===== config.mk =====
export PLATFORM = sky130hd
export DESIGN_NAME = hppc_top
export DESIGN_NICKNAME = d
export VERILOG_FILES = /design/src/inc/hppc_pkg.sv /design/src/hw/hppc_glitch_filter.sv /design/src/hw/hppc_top.sv
export SDC_FILE = /design/constraint.sdc
export NUM_CORES = 1
export LEC_CHECK = 0
export BUFFER_PORTS_ARGS = -buffer_cell sky130_fd_sc_hd__buf_2
export CAP_MARGIN = 20
export CELL_PAD_IN_SITES_DETAIL_PLACEMENT = 1
export CELL_PAD_IN_SITES_GLOBAL_PLACEMENT = 1
export CORE_ASPECT_RATIO = 0.6
export CORE_MARGIN = 2
export CORE_UTILIZATION = 35
export CTS_CLUSTER_DIAMETER = 30
export CTS_CLUSTER_SIZE = 24
export DETAILED_ROUTE_END_ITERATION = 7
export GPL_TIMING_DRIVEN = 0
export HOLD_SLACK_MARGIN = 0.05
export PLACE_DENSITY = 0.8
export SKIP_CTS_REPAIR_TIMING = 1
export SYNTH_ARGS = -nofsm -noshare
export SYNTH_HDL_FRONTEND = slang
export SYNTH_SLANG_ARGS = --single-unit

===== constraint.sdc =====
create_clock -name i_clk -period 3.01 [get_ports i_clk]
set_input_delay 0.7525 -clock i_clk [delete_from_list [all_inputs] [get_ports i_clk]]
set_output_delay 0.7525 -clock i_clk [all_outputs]
set_load 0.01 [all_outputs]

===== src/inc/hppc_pkg.sv =====
// Constants shared by the hub port power and configuration block.
package hppc_pkg;
    // Core clock.
    localparam int unsigned CLK_PERIOD_NS = 50;
    // Overcurrent noise filter: a level must hold this long to be believed.
    localparam int unsigned OC_FILTER_NS  = 1000;
    localparam int unsigned OC_FILTER_CYC = (OC_FILTER_NS + CLK_PERIOD_NS - 1) / CLK_PERIOD_NS;
    localparam int unsigned OC_CNT_W      = 5;
    localparam logic [OC_CNT_W-1:0] OC_CNT_MAX = OC_CNT_W'(OC_FILTER_CYC - 1);
    // Number of downstream ports.
    localparam int unsigned NUM_PORTS = 4;
    // Register byte offsets.
    localparam logic [7:0] REG_CTRL      = 8'h00;
    localparam logic [7:0] REG_STATUS    = 8'h04;
    localparam logic [7:0] REG_IRQ_STAT  = 8'h08;
    localparam logic [7:0] REG_IRQ_MASK  = 8'h0c;
    localparam logic [7:0] REG_EE_PINS   = 8'h10;
    // Control register fields.
    localparam int unsigned CTRL_PWR_LSB = 0;
    localparam int unsigned CTRL_SUSP    = 4;
    // Status register fields.
    localparam int unsigned STAT_OC_LSB  = 0;
    localparam int unsigned STAT_GANGED  = 4;
    localparam int unsigned STAT_EE_EN   = 5;
    localparam int unsigned STAT_BUS_POWERED_SELECT  = 6;
    localparam int unsigned STAT_FASTCLK = 7;
    // Serial memory pin register fields.
    localparam int unsigned EE_CLK       = 0;
    localparam int unsigned EE_DOUT      = 1;
    localparam int unsigned EE_DOE       = 2;
    localparam int unsigned EE_DIN       = 3;
    // Reset values.
    localparam logic [3:0]  PWR_REQ_RST  = 4'h0;
    localparam logic [3:0]  IRQ_MASK_RST = 4'h0;
    localparam logic [31:0] RDATA_RST    = 32'h0000_0000;
endpackage : hppc_pkg


===== src/hw/hppc_glitch_filter.sv =====
// Noise filter for one active-low overcurrent input.
`timescale 1ns/1ns
module hppc_glitch_filter (
    // Clock, reset and enable.
    input  wire logic i_clk,
    input  wire logic i_rstn,
    input  wire logic i_ce,
    // Raw and filtered levels, active low.
    input  wire logic i_raw_n,
    output logic      o_level_n
);
    import hppc_pkg::*;

    typedef struct packed {
        logic [OC_CNT_W-1:0] cnt;
        logic                level_n;
    } hppc_flt_st_t;

    hppc_flt_st_t st_q;
    hppc_flt_st_t st_d;

    // The count restarts whenever the input agrees with the output, so a spike shorter than
    // the filter time never reaches the port logic.
    always_comb begin
        st_d = st_q;
        if (i_raw_n == st_q.level_n) begin
            st_d.cnt = '0;
        end else if (st_q.cnt == OC_CNT_MAX) begin
            st_d.level_n = i_raw_n;
            st_d.cnt     = '0;
        end else begin
            st_d.cnt = st_q.cnt + OC_CNT_W'(1);
        end
    end

    // Idle level is "no overcurrent".
    always_ff @(posedge i_clk or negedge i_rstn) begin
        if (!i_rstn) begin
            st_q <= '{cnt: '0, level_n: 1'b1};
        end else if (i_ce) begin
            st_q <= st_d;
        end
    end

    assign o_level_n = st_q.level_n;

    // The output only moves once the count has run out.
    filter_hold_a: assert property (
        @(posedge i_clk) disable iff (!i_rstn)
        i_ce && (st_q.cnt != OC_CNT_MAX) |=> $stable(o_level_n))
        else $error("Filtered level changed before the filter time.");

    filter_pass_a: assert property (
        @(posedge i_clk) disable iff (!i_rstn)
        i_ce && (st_q.cnt == OC_CNT_MAX) && (i_raw_n != o_level_n) |=> o_level_n == $past(i_raw_n))
        else $error("Filtered level did not follow a held input.");
endmodule : hppc_glitch_filter


===== src/hw/hppc_top.sv =====
// Port power, overcurrent, serial memory pin and clock selection logic of a four-port hub.
//
// Operation
// - Memory select high: serial memory interface off, memory clock pin not driven.
// - Memory select low: memory clock pin is a tri-state clock output, weak pulldown.
// - Memory select low: shared pin is bidirectional memory data, weak pulldown.
// - Memory select high: shared pin level picks ganged or per-port mode, kept static.
// - One active-low overcurrent input per port; per-port mode ties each to its port.
// - Every overcurrent input passes a noise filter so spikes are ignored.
// - Four active-low push-pull power outputs: low means power on.
// - Active-low reset at power-up initialises all internal logic.
// - Suspend output is high in suspend, low in normal operation.
// - Clock select low: 6 MHz crystal with PLL; high: direct 48 MHz clock.
// - In 6 MHz operation a PLL makes the 48 MHz and 12 MHz clocks.
// - Static power-source input: high bus-powered, low self-powered.
// - Ganged mode: outputs switch together; any overcurrent turns every port off.
`timescale 1ns/1ns
module hppc_top (
    // Clock, reset and enable.
    input  wire logic                         i_clk,
    input  wire logic                         i_rstn,
    input  wire logic                         i_ce,
    // Avalon-MM register slave.
    input  wire logic [7:0]                   i_avs_address,
    input  wire logic                         i_avs_read,
    input  wire logic                         i_avs_write,
    input  wire logic [31:0]                  i_avs_writedata,
    input  wire logic [3:0]                   i_avs_byteenable,
    output logic      [31:0]                  o_avs_readdata,
    output logic                              o_avs_waitrequest,
    output logic                              o_irq,
    // Straps.
    input  wire logic                         i_external_memory_select_n,
    input  wire logic                         i_bus_powered_select,
    input  wire logic                         i_clock_source_select,
    // Serial memory clock and shared data or power mode pin.
    output logic                              o_eeprom_clock_pin,
    output logic                              o_eeprom_clock_pin_oe,
    input  wire logic                         i_shared_data_or_power_mode_pin,
    output logic                              o_shared_data_or_power_mode_pin,
    output logic                              o_shared_data_or_power_mode_pin_oe,
    // Downstream port power.
    input  wire logic [hppc_pkg::NUM_PORTS-1:0] i_port_overcurrent_n,
    output logic      [hppc_pkg::NUM_PORTS-1:0] o_port_power_enable_n,
    // Suspend and clock selection.
    output logic                              o_suspend_indicator,
    output logic                              o_core_clock_fast,
    output logic                              o_pll_enable
);
    import hppc_pkg::*;

    typedef struct packed {
        logic [3:0]  pwr_req;
        logic        susp_req;
        logic [3:0]  trip;
        logic [3:0]  oc_prev;
        logic [3:0]  irq_stat;
        logic [3:0]  irq_mask;
        logic        ee_clk;
        logic        ee_dout;
        logic        ee_doe;
        logic        ganged;
        logic        ee_en;
        logic        bus_pwr;
        logic        waitreq;
        logic [31:0] rdata;
        logic [3:0]  pwr_n;
        logic        susp;
        logic        irq;
        logic        clk_oe;
        logic        clk_o;
        logic        sh_oe;
        logic        sh_o;
        logic        fast;
        logic        pll_en;
    } hppc_st_t;

    localparam hppc_st_t ST_RST = '{
        pwr_req: PWR_REQ_RST, susp_req: 1'b0, trip: 4'h0, oc_prev: 4'h0,
        irq_stat: 4'h0, irq_mask: IRQ_MASK_RST, ee_clk: 1'b0, ee_dout: 1'b0,
        ee_doe: 1'b0, ganged: 1'b0, ee_en: 1'b0, bus_pwr: 1'b0, waitreq: 1'b1,
        rdata: RDATA_RST, pwr_n: 4'hf, susp: 1'b0, irq: 1'b0, clk_oe: 1'b0,
        clk_o: 1'b0, sh_oe: 1'b0, sh_o: 1'b0, fast: 1'b0, pll_en: 1'b1};

    hppc_st_t       st_q;
    hppc_st_t       st_d;
    logic [3:0]     oc_flt_n;
    logic [3:0]     oc_act;
    logic           wr_take;
    logic           rd_take;
    logic [3:0]     oc_onset;

    ////////////////////////////////////////////////////////////////////////////////
    // Overcurrent filters, one per downstream port.
    for (genvar p = 0; p < NUM_PORTS; p++) begin : g_oc
        hppc_glitch_filter u_flt (
            .i_clk     (i_clk),
            .i_rstn    (i_rstn),
            .i_ce      (i_ce),
            .i_raw_n   (i_port_overcurrent_n[p]),
            .o_level_n (oc_flt_n[p])
        );
    end

    // A request is taken on the edge where waitrequest is seen low; only low-lane bytes hold
    // fields, so a write without byte 0 enabled changes nothing.
    assign wr_take = i_avs_write && !st_q.waitreq && i_avs_byteenable[0];
    assign rd_take = i_avs_read && !st_q.waitreq;

    // A port's event is its filtered fault appearing; a fault that simply stays is no news.
    assign oc_onset = ~oc_flt_n & ~st_q.oc_prev;

    ////////////////////////////////////////////////////////////////////////////////
    // Next-state logic.
    always_comb begin
        st_d = st_q;
        // In ganged mode the tied inputs are merged so any one of them trips all ports.
        oc_act = st_q.ganged ? {4{~&oc_flt_n}} : ~oc_flt_n;

        // Straps are resampled every cycle; the board keeps them static.
        st_d.ee_en   = !i_external_memory_select_n;
        st_d.ganged  = i_external_memory_select_n && i_shared_data_or_power_mode_pin;
        st_d.bus_pwr = i_bus_powered_select;

        // Clock source: direct fast clock bypasses and powers down the PLL.
        st_d.fast   = i_clock_source_select;
        st_d.pll_en = !i_clock_source_select;

        // Bus slave: one wait cycle, then a one-cycle answer with registered read data.
        st_d.waitreq = 1'b1;
        if ((i_avs_read || i_avs_write) && st_q.waitreq) begin
            st_d.waitreq = 1'b0;
            st_d.rdata   = RDATA_RST;
            if (i_avs_read) begin
                case (i_avs_address)
                    REG_CTRL: begin
                        st_d.rdata[CTRL_PWR_LSB +: 4] = st_q.pwr_req;
                        st_d.rdata[CTRL_SUSP]         = st_q.susp_req;
                    end
                    REG_STATUS: begin
                        st_d.rdata[STAT_OC_LSB +: 4] = ~oc_flt_n;
                        st_d.rdata[STAT_GANGED]      = st_q.ganged;
                        st_d.rdata[STAT_EE_EN]       = st_q.ee_en;
                        st_d.rdata[STAT_BUS_POWERED_SELECT]      = st_q.bus_pwr;
                        st_d.rdata[STAT_FASTCLK]     = st_q.fast;
                    end
                    REG_IRQ_STAT: st_d.rdata[3:0] = st_q.irq_stat;
                    REG_IRQ_MASK: st_d.rdata[3:0] = st_q.irq_mask;
                    REG_EE_PINS: begin
                        st_d.rdata[EE_CLK]  = st_q.ee_clk;
                        st_d.rdata[EE_DOUT] = st_q.ee_dout;
                        st_d.rdata[EE_DOE]  = st_q.ee_doe;
                        st_d.rdata[EE_DIN]  = i_shared_data_or_power_mode_pin;
                    end
                    default: st_d.rdata = RDATA_RST;
                endcase
            end
        end

        // Register writes; an unmapped address is answered and ignored.
        if (wr_take) begin
            case (i_avs_address)
                REG_CTRL: begin
                    st_d.pwr_req  = i_avs_writedata[CTRL_PWR_LSB +: 4];
                    st_d.susp_req = i_avs_writedata[CTRL_SUSP];
                end
                REG_IRQ_STAT: st_d.irq_stat = st_q.irq_stat & ~i_avs_writedata[3:0];
                REG_IRQ_MASK: st_d.irq_mask = i_avs_writedata[3:0];
                REG_EE_PINS: begin
                    st_d.ee_clk  = i_avs_writedata[EE_CLK];
                    st_d.ee_dout = i_avs_writedata[EE_DOUT];
                    st_d.ee_doe  = i_avs_writedata[EE_DOE];
                end
                default: st_d.ee_doe = st_q.ee_doe;
            endcase
        end

        // A trip stays until software drops that port's power request, so a port that
        // faulted does not switch back on by itself when the switch recovers.
        st_d.trip = (st_q.trip & st_d.pwr_req) | oc_act;
        if (st_q.ganged && (|oc_act)) begin
            st_d.trip = 4'hf;
        end

        // A new overcurrent sets its sticky bit; the set wins over a clear in the same cycle.
        st_d.oc_prev  = ~oc_flt_n;
        st_d.irq_stat = st_d.irq_stat | oc_onset;
        st_d.irq      = |(st_d.irq_stat & st_q.irq_mask);

        // Power outputs: low requests power; ganged mode follows the first request bit.
        if (st_q.ganged) begin
            st_d.pwr_n = {4{!(st_d.pwr_req[0] && !(|st_d.trip))}};
        end else begin
            st_d.pwr_n = ~(st_d.pwr_req & ~st_d.trip);
        end

        st_d.susp = st_d.susp_req;

        // Serial memory pins; with memory off neither is driven. The weak pulldowns sit in
        // the pad ring, so released pins settle low.
        st_d.clk_oe = !i_external_memory_select_n;
        st_d.clk_o  = !i_external_memory_select_n && st_d.ee_clk;
        st_d.sh_oe  = !i_external_memory_select_n && st_d.ee_doe;
        st_d.sh_o   = st_d.sh_oe && st_d.ee_dout;
    end

    ////////////////////////////////////////////////////////////////////////////////
    // State register; reset puts every port off and every pin released.
    always_ff @(posedge i_clk or negedge i_rstn) begin
        if (!i_rstn) begin
            st_q <= ST_RST;
        end else if (i_ce) begin
            st_q <= st_d;
        end
    end

    // Outputs come straight from the state register.
    assign o_avs_readdata                    = st_q.rdata;
    assign o_avs_waitrequest                 = st_q.waitreq;
    assign o_irq                             = st_q.irq;
    assign o_eeprom_clock_pin                = st_q.clk_o;
    assign o_eeprom_clock_pin_oe             = st_q.clk_oe;
    assign o_shared_data_or_power_mode_pin   = st_q.sh_o;
    assign o_shared_data_or_power_mode_pin_oe = st_q.sh_oe;
    assign o_port_power_enable_n             = st_q.pwr_n;
    assign o_suspend_indicator               = st_q.susp;
    assign o_core_clock_fast                 = st_q.fast;
    assign o_pll_enable                      = st_q.pll_en;

    ////////////////////////////////////////////////////////////////////////////////
    // Checks.
    memclk_released_a: assert property (
        @(posedge i_clk) disable iff (!i_rstn)
        i_ce && i_external_memory_select_n |=> !o_eeprom_clock_pin_oe && !o_eeprom_clock_pin)
        else $error("Memory clock driven while memory interface is off.");

    memclk_driven_a: assert property (
        @(posedge i_clk) disable iff (!i_rstn)
        i_ce && !i_external_memory_select_n |=> o_eeprom_clock_pin_oe)
        else $error("Memory clock not driven while memory interface is on.");

    shared_pin_a: assert property (
        @(posedge i_clk) disable iff (!i_rstn)
        i_ce |=> o_shared_data_or_power_mode_pin_oe ==
                 (!$past(i_external_memory_select_n) && $past(st_d.ee_doe)))
        else $error("Shared pin drive does not follow memory mode.");

    ganged_mode_a: assert property (
        @(posedge i_clk) disable iff (!i_rstn)
        i_ce && i_external_memory_select_n |=> st_q.ganged == $past(i_shared_data_or_power_mode_pin))
        else $error("Power mode not taken from the shared pin.");

    perport_off_a: assert property (
        @(posedge i_clk) disable iff (!i_rstn)
        i_ce && !st_q.ganged |=> (o_port_power_enable_n & ~$past(oc_flt_n)) == ~$past(oc_flt_n))
        else $error("Port left powered during its own overcurrent.");

    ganged_off_a: assert property (
        @(posedge i_clk) disable iff (!i_rstn)
        i_ce && st_q.ganged && (oc_flt_n != 4'hf) |=> o_port_power_enable_n == 4'hf)
        else $error("Ganged overcurrent did not turn every port off.");

    ganged_together_a: assert property (
        @(posedge i_clk) disable iff (!i_rstn)
        i_ce && st_q.ganged |=> o_port_power_enable_n == 4'h0 || o_port_power_enable_n == 4'hf)
        else $error("Ganged power outputs differ.");

    suspend_out_a: assert property (
        @(posedge i_clk) disable iff (!i_rstn)
        i_ce && wr_take && (i_avs_address == REG_CTRL)
        |=> o_suspend_indicator == $past(i_avs_writedata[CTRL_SUSP]))
        else $error("Suspend output does not follow its request.");

    reset_init_a: assert property (
        @(posedge i_clk)
        !i_rstn |-> o_port_power_enable_n == 4'hf && !o_suspend_indicator && o_avs_waitrequest)
        else $error("Outputs not initialised during reset.");

    clock_select_a: assert property (
        @(posedge i_clk) disable iff (!i_rstn)
        i_ce |=> o_core_clock_fast == $past(i_clock_source_select) &&
                 o_pll_enable == !$past(i_clock_source_select))
        else $error("Clock source selection wrong.");

    bus_answer_a: assert property (
        @(posedge i_clk) disable iff (!i_rstn)
        i_ce && (i_avs_read || i_avs_write) && o_avs_waitrequest |=> !o_avs_waitrequest)
        else $error("Bus request not answered after one wait cycle.");

    // An answer lasts one cycle, so a read still held at its edge is not answered twice.
    read_once_a: assert property (
        @(posedge i_clk) disable iff (!i_rstn)
        i_ce && rd_take |=> o_avs_waitrequest)
        else $error("Read answer held for more than one cycle.");

    // A fault that appears as software clears its bit must still leave the bit set.
    oc_event_a: assert property (
        @(posedge i_clk) disable iff (!i_rstn)
        i_ce && (oc_onset != 4'h0) |=> (st_q.irq_stat & $past(oc_onset)) == $past(oc_onset))
        else $error("Overcurrent onset not recorded.");

    // The power source strap is only reported, so a stale copy would go unnoticed elsewhere.
    bus_power_a: assert property (
        @(posedge i_clk) disable iff (!i_rstn)
        i_ce |=> st_q.bus_pwr == $past(i_bus_powered_select))
        else $error("Power source strap not taken.");
endmodule : hppc_top


==> flow_summary.json <==
{
  "run_status": "finished clean",
  "clk_pin_slew_ns": 0.06,
  "startpoint_type": "input port",
  "seqPwrFrac": 0.445,
  "vias_per_cell": 5.39,
  "cp_max_fo": 6,
  "cts-root-buf": "clkbuf_16",
  "netSwitchingFraction": 0.268,
  "die_w_um": 139,
  "fp-row-count": 29,
  "postRouteAntennaNets": 0,
  "cp_top_family": "simple AND/OR/NAND/NOR gates",
  "startpoint": "i_avs_address[1]",
  "switchingPower_mw": 0.656,
  "via_count": 3190,
  "cp_cell_sequence": "buf_2 -> or4b_2 -> nor3_1 -> a21boi_0 -> o21ai_0 -> a41oi_1",
  "cp.required_ns": 3.17,
  "intPower_mw": 1.79,
  "place.gp.congestion": 0.848,
  "crit_buf_inv": 1,
  "synth_area_per_cell_sq_um": 10.3,
  "setup_slack_ns": 0.255,
  "finalNetCount": 510,
  "drt_iter0_drc": 235,
  "ir_worst_vdd_mv": 0.305,
  "rsz0062_at_grt": "no",
  "regToRegStartpoint": "g_oc[3].u_flt.o_level_n$_DFFE_PN1P_",
  "timing.slew.headroom": 0.396,
  "maxCapViolCount": 0,
  "cp_slowest_stage_delay_ns": 0.71,
  "grt_pass1_wl_um": 17300,
  "fp.coreArea_sq_um": 10600,
  "syn_inst": 370,
  "grt_usage": 0.192,
  "globalRouteOverflowTotal": 0,
  "synth-edff-count": 0,
  "clkPwrFrac": 0.418,
  "syn-cell-area_sq_um": 3810,
  "report.final.slew_viol_count": 0,
  "grt_max_degree": 71,
  "fmax_mhz": 363,
  "period_share": 0.915,
  "wirelength_um": 11000,
  "synth_seq_area_share": 0.464,
  "worst_pin_slew_ns": 0.906,
  "fin_crit_ns": 2.75,
  "ys.warnings.count": 0,
  "cp_slowest_cell": "nor3_1",
  "htreeDepth": 3,
  "synth.distinct_cells": 57,
  "initial_core_util": 0.359,
  "port_buffers": 45,
  "async_reset_ff_frac": 1.00,
  "firstDrtPassIters": 4,
  "drc_errors": 0,
  "cp-end-kind": "flip-flop",
  "drive_gt1_frac": 0.298,
  "antennaDiodeCount": 0,
  "arrival_ns": 2.92,
  "p_per_area_nw_per_um2": 536,
  "area_growth_pct": 20.1,
  "finalCoreUtilization": 0.431,
  "cts_tree": "yes",
  "die_h_um": 84.8,
  "clockBufferDepth": 2,
  "fin_skew_ns": 0.00750,
  "clock-sinks": 70,
  "min_path_type": "reg -> reg",
  "antenna_found_initial": 0,
  "synth_area_leaders": "dfrtp_1 (39%), buf_4 (7.1%), dfstp_2 (6.9%), mux2_2 (5.6%), o21ai_0 (3.4%)",
  "crit_type": "in -> reg",
  "setup_viol": 0,
  "hold_path_startpoint": "st_q[59]$_DFFE_PN0P_",
  "synth_flop_cell": "dfrtp_1",
  "cts_buffers": 9,
  "io_pins": 102,
  "hpwlAfterDp_um": 7950,
  "p_leak_nw": 2.11,
  "pre_cts_ws_ns": -0.0256,
  "grt_pass1_vias": 3148,
  "synth.top_cell.area_share": 0.394,
  "hold_violations": 0,
  "combPwrFrac": 0.137,
  "clk_latency_ns": 0.33,
  "yosys_register_bits": 70,
  "routedWlPerCell_um": 18.6,
  "die_area_sq_um": 11800,
  "synth_top_area_cell": "dfrtp_1"
}
## per-layer routing
layer / global-route usage / routed length, um / vias up
li1: - / - / 1450
met1: 0.276 / 5100 / 1638
met2: 0.289 / 4970 / 90
met3: 0.0519 / 854 / 12
met4: 0.0459 / 105 / 0
met5: 0 / 0 / -
## kinds of logic after synthesis
logic type      Yosys count  synth area share
fa+ha+maj                 4            0.0131
buf+inv                  57            0.0940
other cells               1          0.000985
simple gates            115             0.165
mux                      31            0.0878
xor+xnor                 13            0.0299
flops                    70             0.464
compound gates           79             0.146
## per-stage QoR
step           hold slack [ns]  std cells  setup TNS, ns  power [mW]  instance area [sq um]
2_1_floorplan            0.451        393              0        1.30                   3890
3_3_place_gp             0.464        577              0        1.41                   4290
3_5_place_dp             0.479        577        -0.0595        1.43                   4290
4_1_cts                  0.490        592              0        2.47                   4570
5_1_grt                  0.510        592              0        2.56                   4570
6_report                 0.492        592              0        2.45                   4570
## path summary, 6_finish.rpt
kind	endpoint	slack, ns	cells past startpoint
worst min-delay path	st_q[59]$_DFFE_PN0P_	0.49	2
worst max-delay path	o_irq$_DFFE_PN0P_	0.26	6
max in group asynchronous	g_oc[0].u_flt.st_q[4]$_DFFE_PN0P_	1.87	1
worst max register to register	o_port_power_enable_n[3]$_DFFE_PN1P_	0.69	6
min in group asynchronous	st_q[70]$_DFFE_PN0P_	0.55	1
worst min register to register	st_q[59]$_DFFE_PN0P_	0.49	2
## state kept, by name (all words and copies together) (netlist names)
| register | count |
|---|---|
| o_suspend_indicator | 1 |
| g_oc.u_flt.st_q | 20 |
| o_eeprom_clock_pin_oe | 1 |
| o_avs_readdata | 8 |
| o_avs_waitrequest | 1 |
| st_q | 25 |
| o_port_power_enable_n | 4 |
| o_shared_data_or_power_mode_pin_oe | 1 |
| o_pll_enable | 1 |
| o_shared_data_or_power_mode_pin | 1 |
| g_oc.u_flt.o_level_n | 4 |
| o_core_clock_fast | 1 |
| o_irq | 1 |
| o_eeprom_clock_pin | 1 |
## worst reg2reg max path: cells and delay by family, from the launching register on
family | cells | cell delay [ns]
AND/OR/NAND/NOR | 2 | 0.56
AO/OA/AOI/OAI | 3 | 0.73
buffers and inverters | 1 | 0.42
flip-flops | 1 | 0.51
## final cells by class
class / instances / area [sq um]
Fill cell: 1214 / 6030
Timing Repair Buffer: 45 / 228
Tap cell: 139 / 174
Clock inverter: 2 / 35.0
Sequential cell: 70 / 1760
Multi-Input combinational cell: 266 / 1770
Buffer: 52 / 339
Inverter: 5 / 18.8
Clock buffer: 13 / 240
## power groups by stage
stage / registers [mW] / logic [mW] / clock network (mW)
4_1_cts: 1.09 / 0.335 / 1.04
2_1_floorplan: 1.09 / 0.212 / 0
3_5_place_dp: 1.10 / 0.331 / 0
3_3_place_gp: 1.10 / 0.313 / 0
6_report: 1.09 / 0.335 / 1.02
5_1_grt: 1.10 / 0.372 / 1.08
## Yosys cell counts, types with 2 or more instances
cell,instances
nand2b_1,6
a211oi_1,2
ha_1,4
dfstp_2,10
o2bb2ai_1,9
a221oi_1,4
nand3_1,13
nor2_1,30
buf_4,36
o21ai_0,26
nor4_2,2
nand4_1,6
a21boi_0,2
nor4_1,3
mux2i_1,12
dfrtp_1,60
mux2_2,19
o22ai_1,4
nand4b_1,2
clkbuf_1,13
a21o_1,3
a22o_1,7
inv_1,4
a31oi_1,5
o21a_1,2
nand2_1,27
nor4b_1,2
and3_1,5
xnor2_1,4
o31ai_1,4
a21oi_1,4
xor2_1,9
nor3_1,5
a311o_2,3
## layout by cell type, fill, tap and decap left out, types with 5 or more instances in the layout
| cell | synthesis | routed |
|---|---|---|
| dfrtp_1 | 60 | 60 |
| buf_2 | 1 | 45 |
| buf_4 | 36 | 37 |
| nor2_1 | 30 | 30 |
| nand2_1 | 27 | 27 |
| o21ai_0 | 26 | 26 |
| conb_1 | 1 | 24 |
| mux2_2 | 19 | 19 |
| clkbuf_1 | 13 | 17 |
| nand3_1 | 13 | 13 |
| mux2i_1 | 12 | 12 |
| dfstp_2 | 10 | 10 |
| o2bb2ai_1 | 9 | 9 |
| xor2_1 | 9 | 9 |
| clkbuf_16 | 0 | 9 |
| a22o_1 | 7 | 7 |
| nand4_1 | 6 | 6 |
| nand2b_1 | 6 | 6 |
| and3_1 | 5 | 5 |
| nor3_1 | 5 | 5 |
| a31oi_1 | 5 | 5 |
Note: power is estimated with default switching activity, not from simulation.
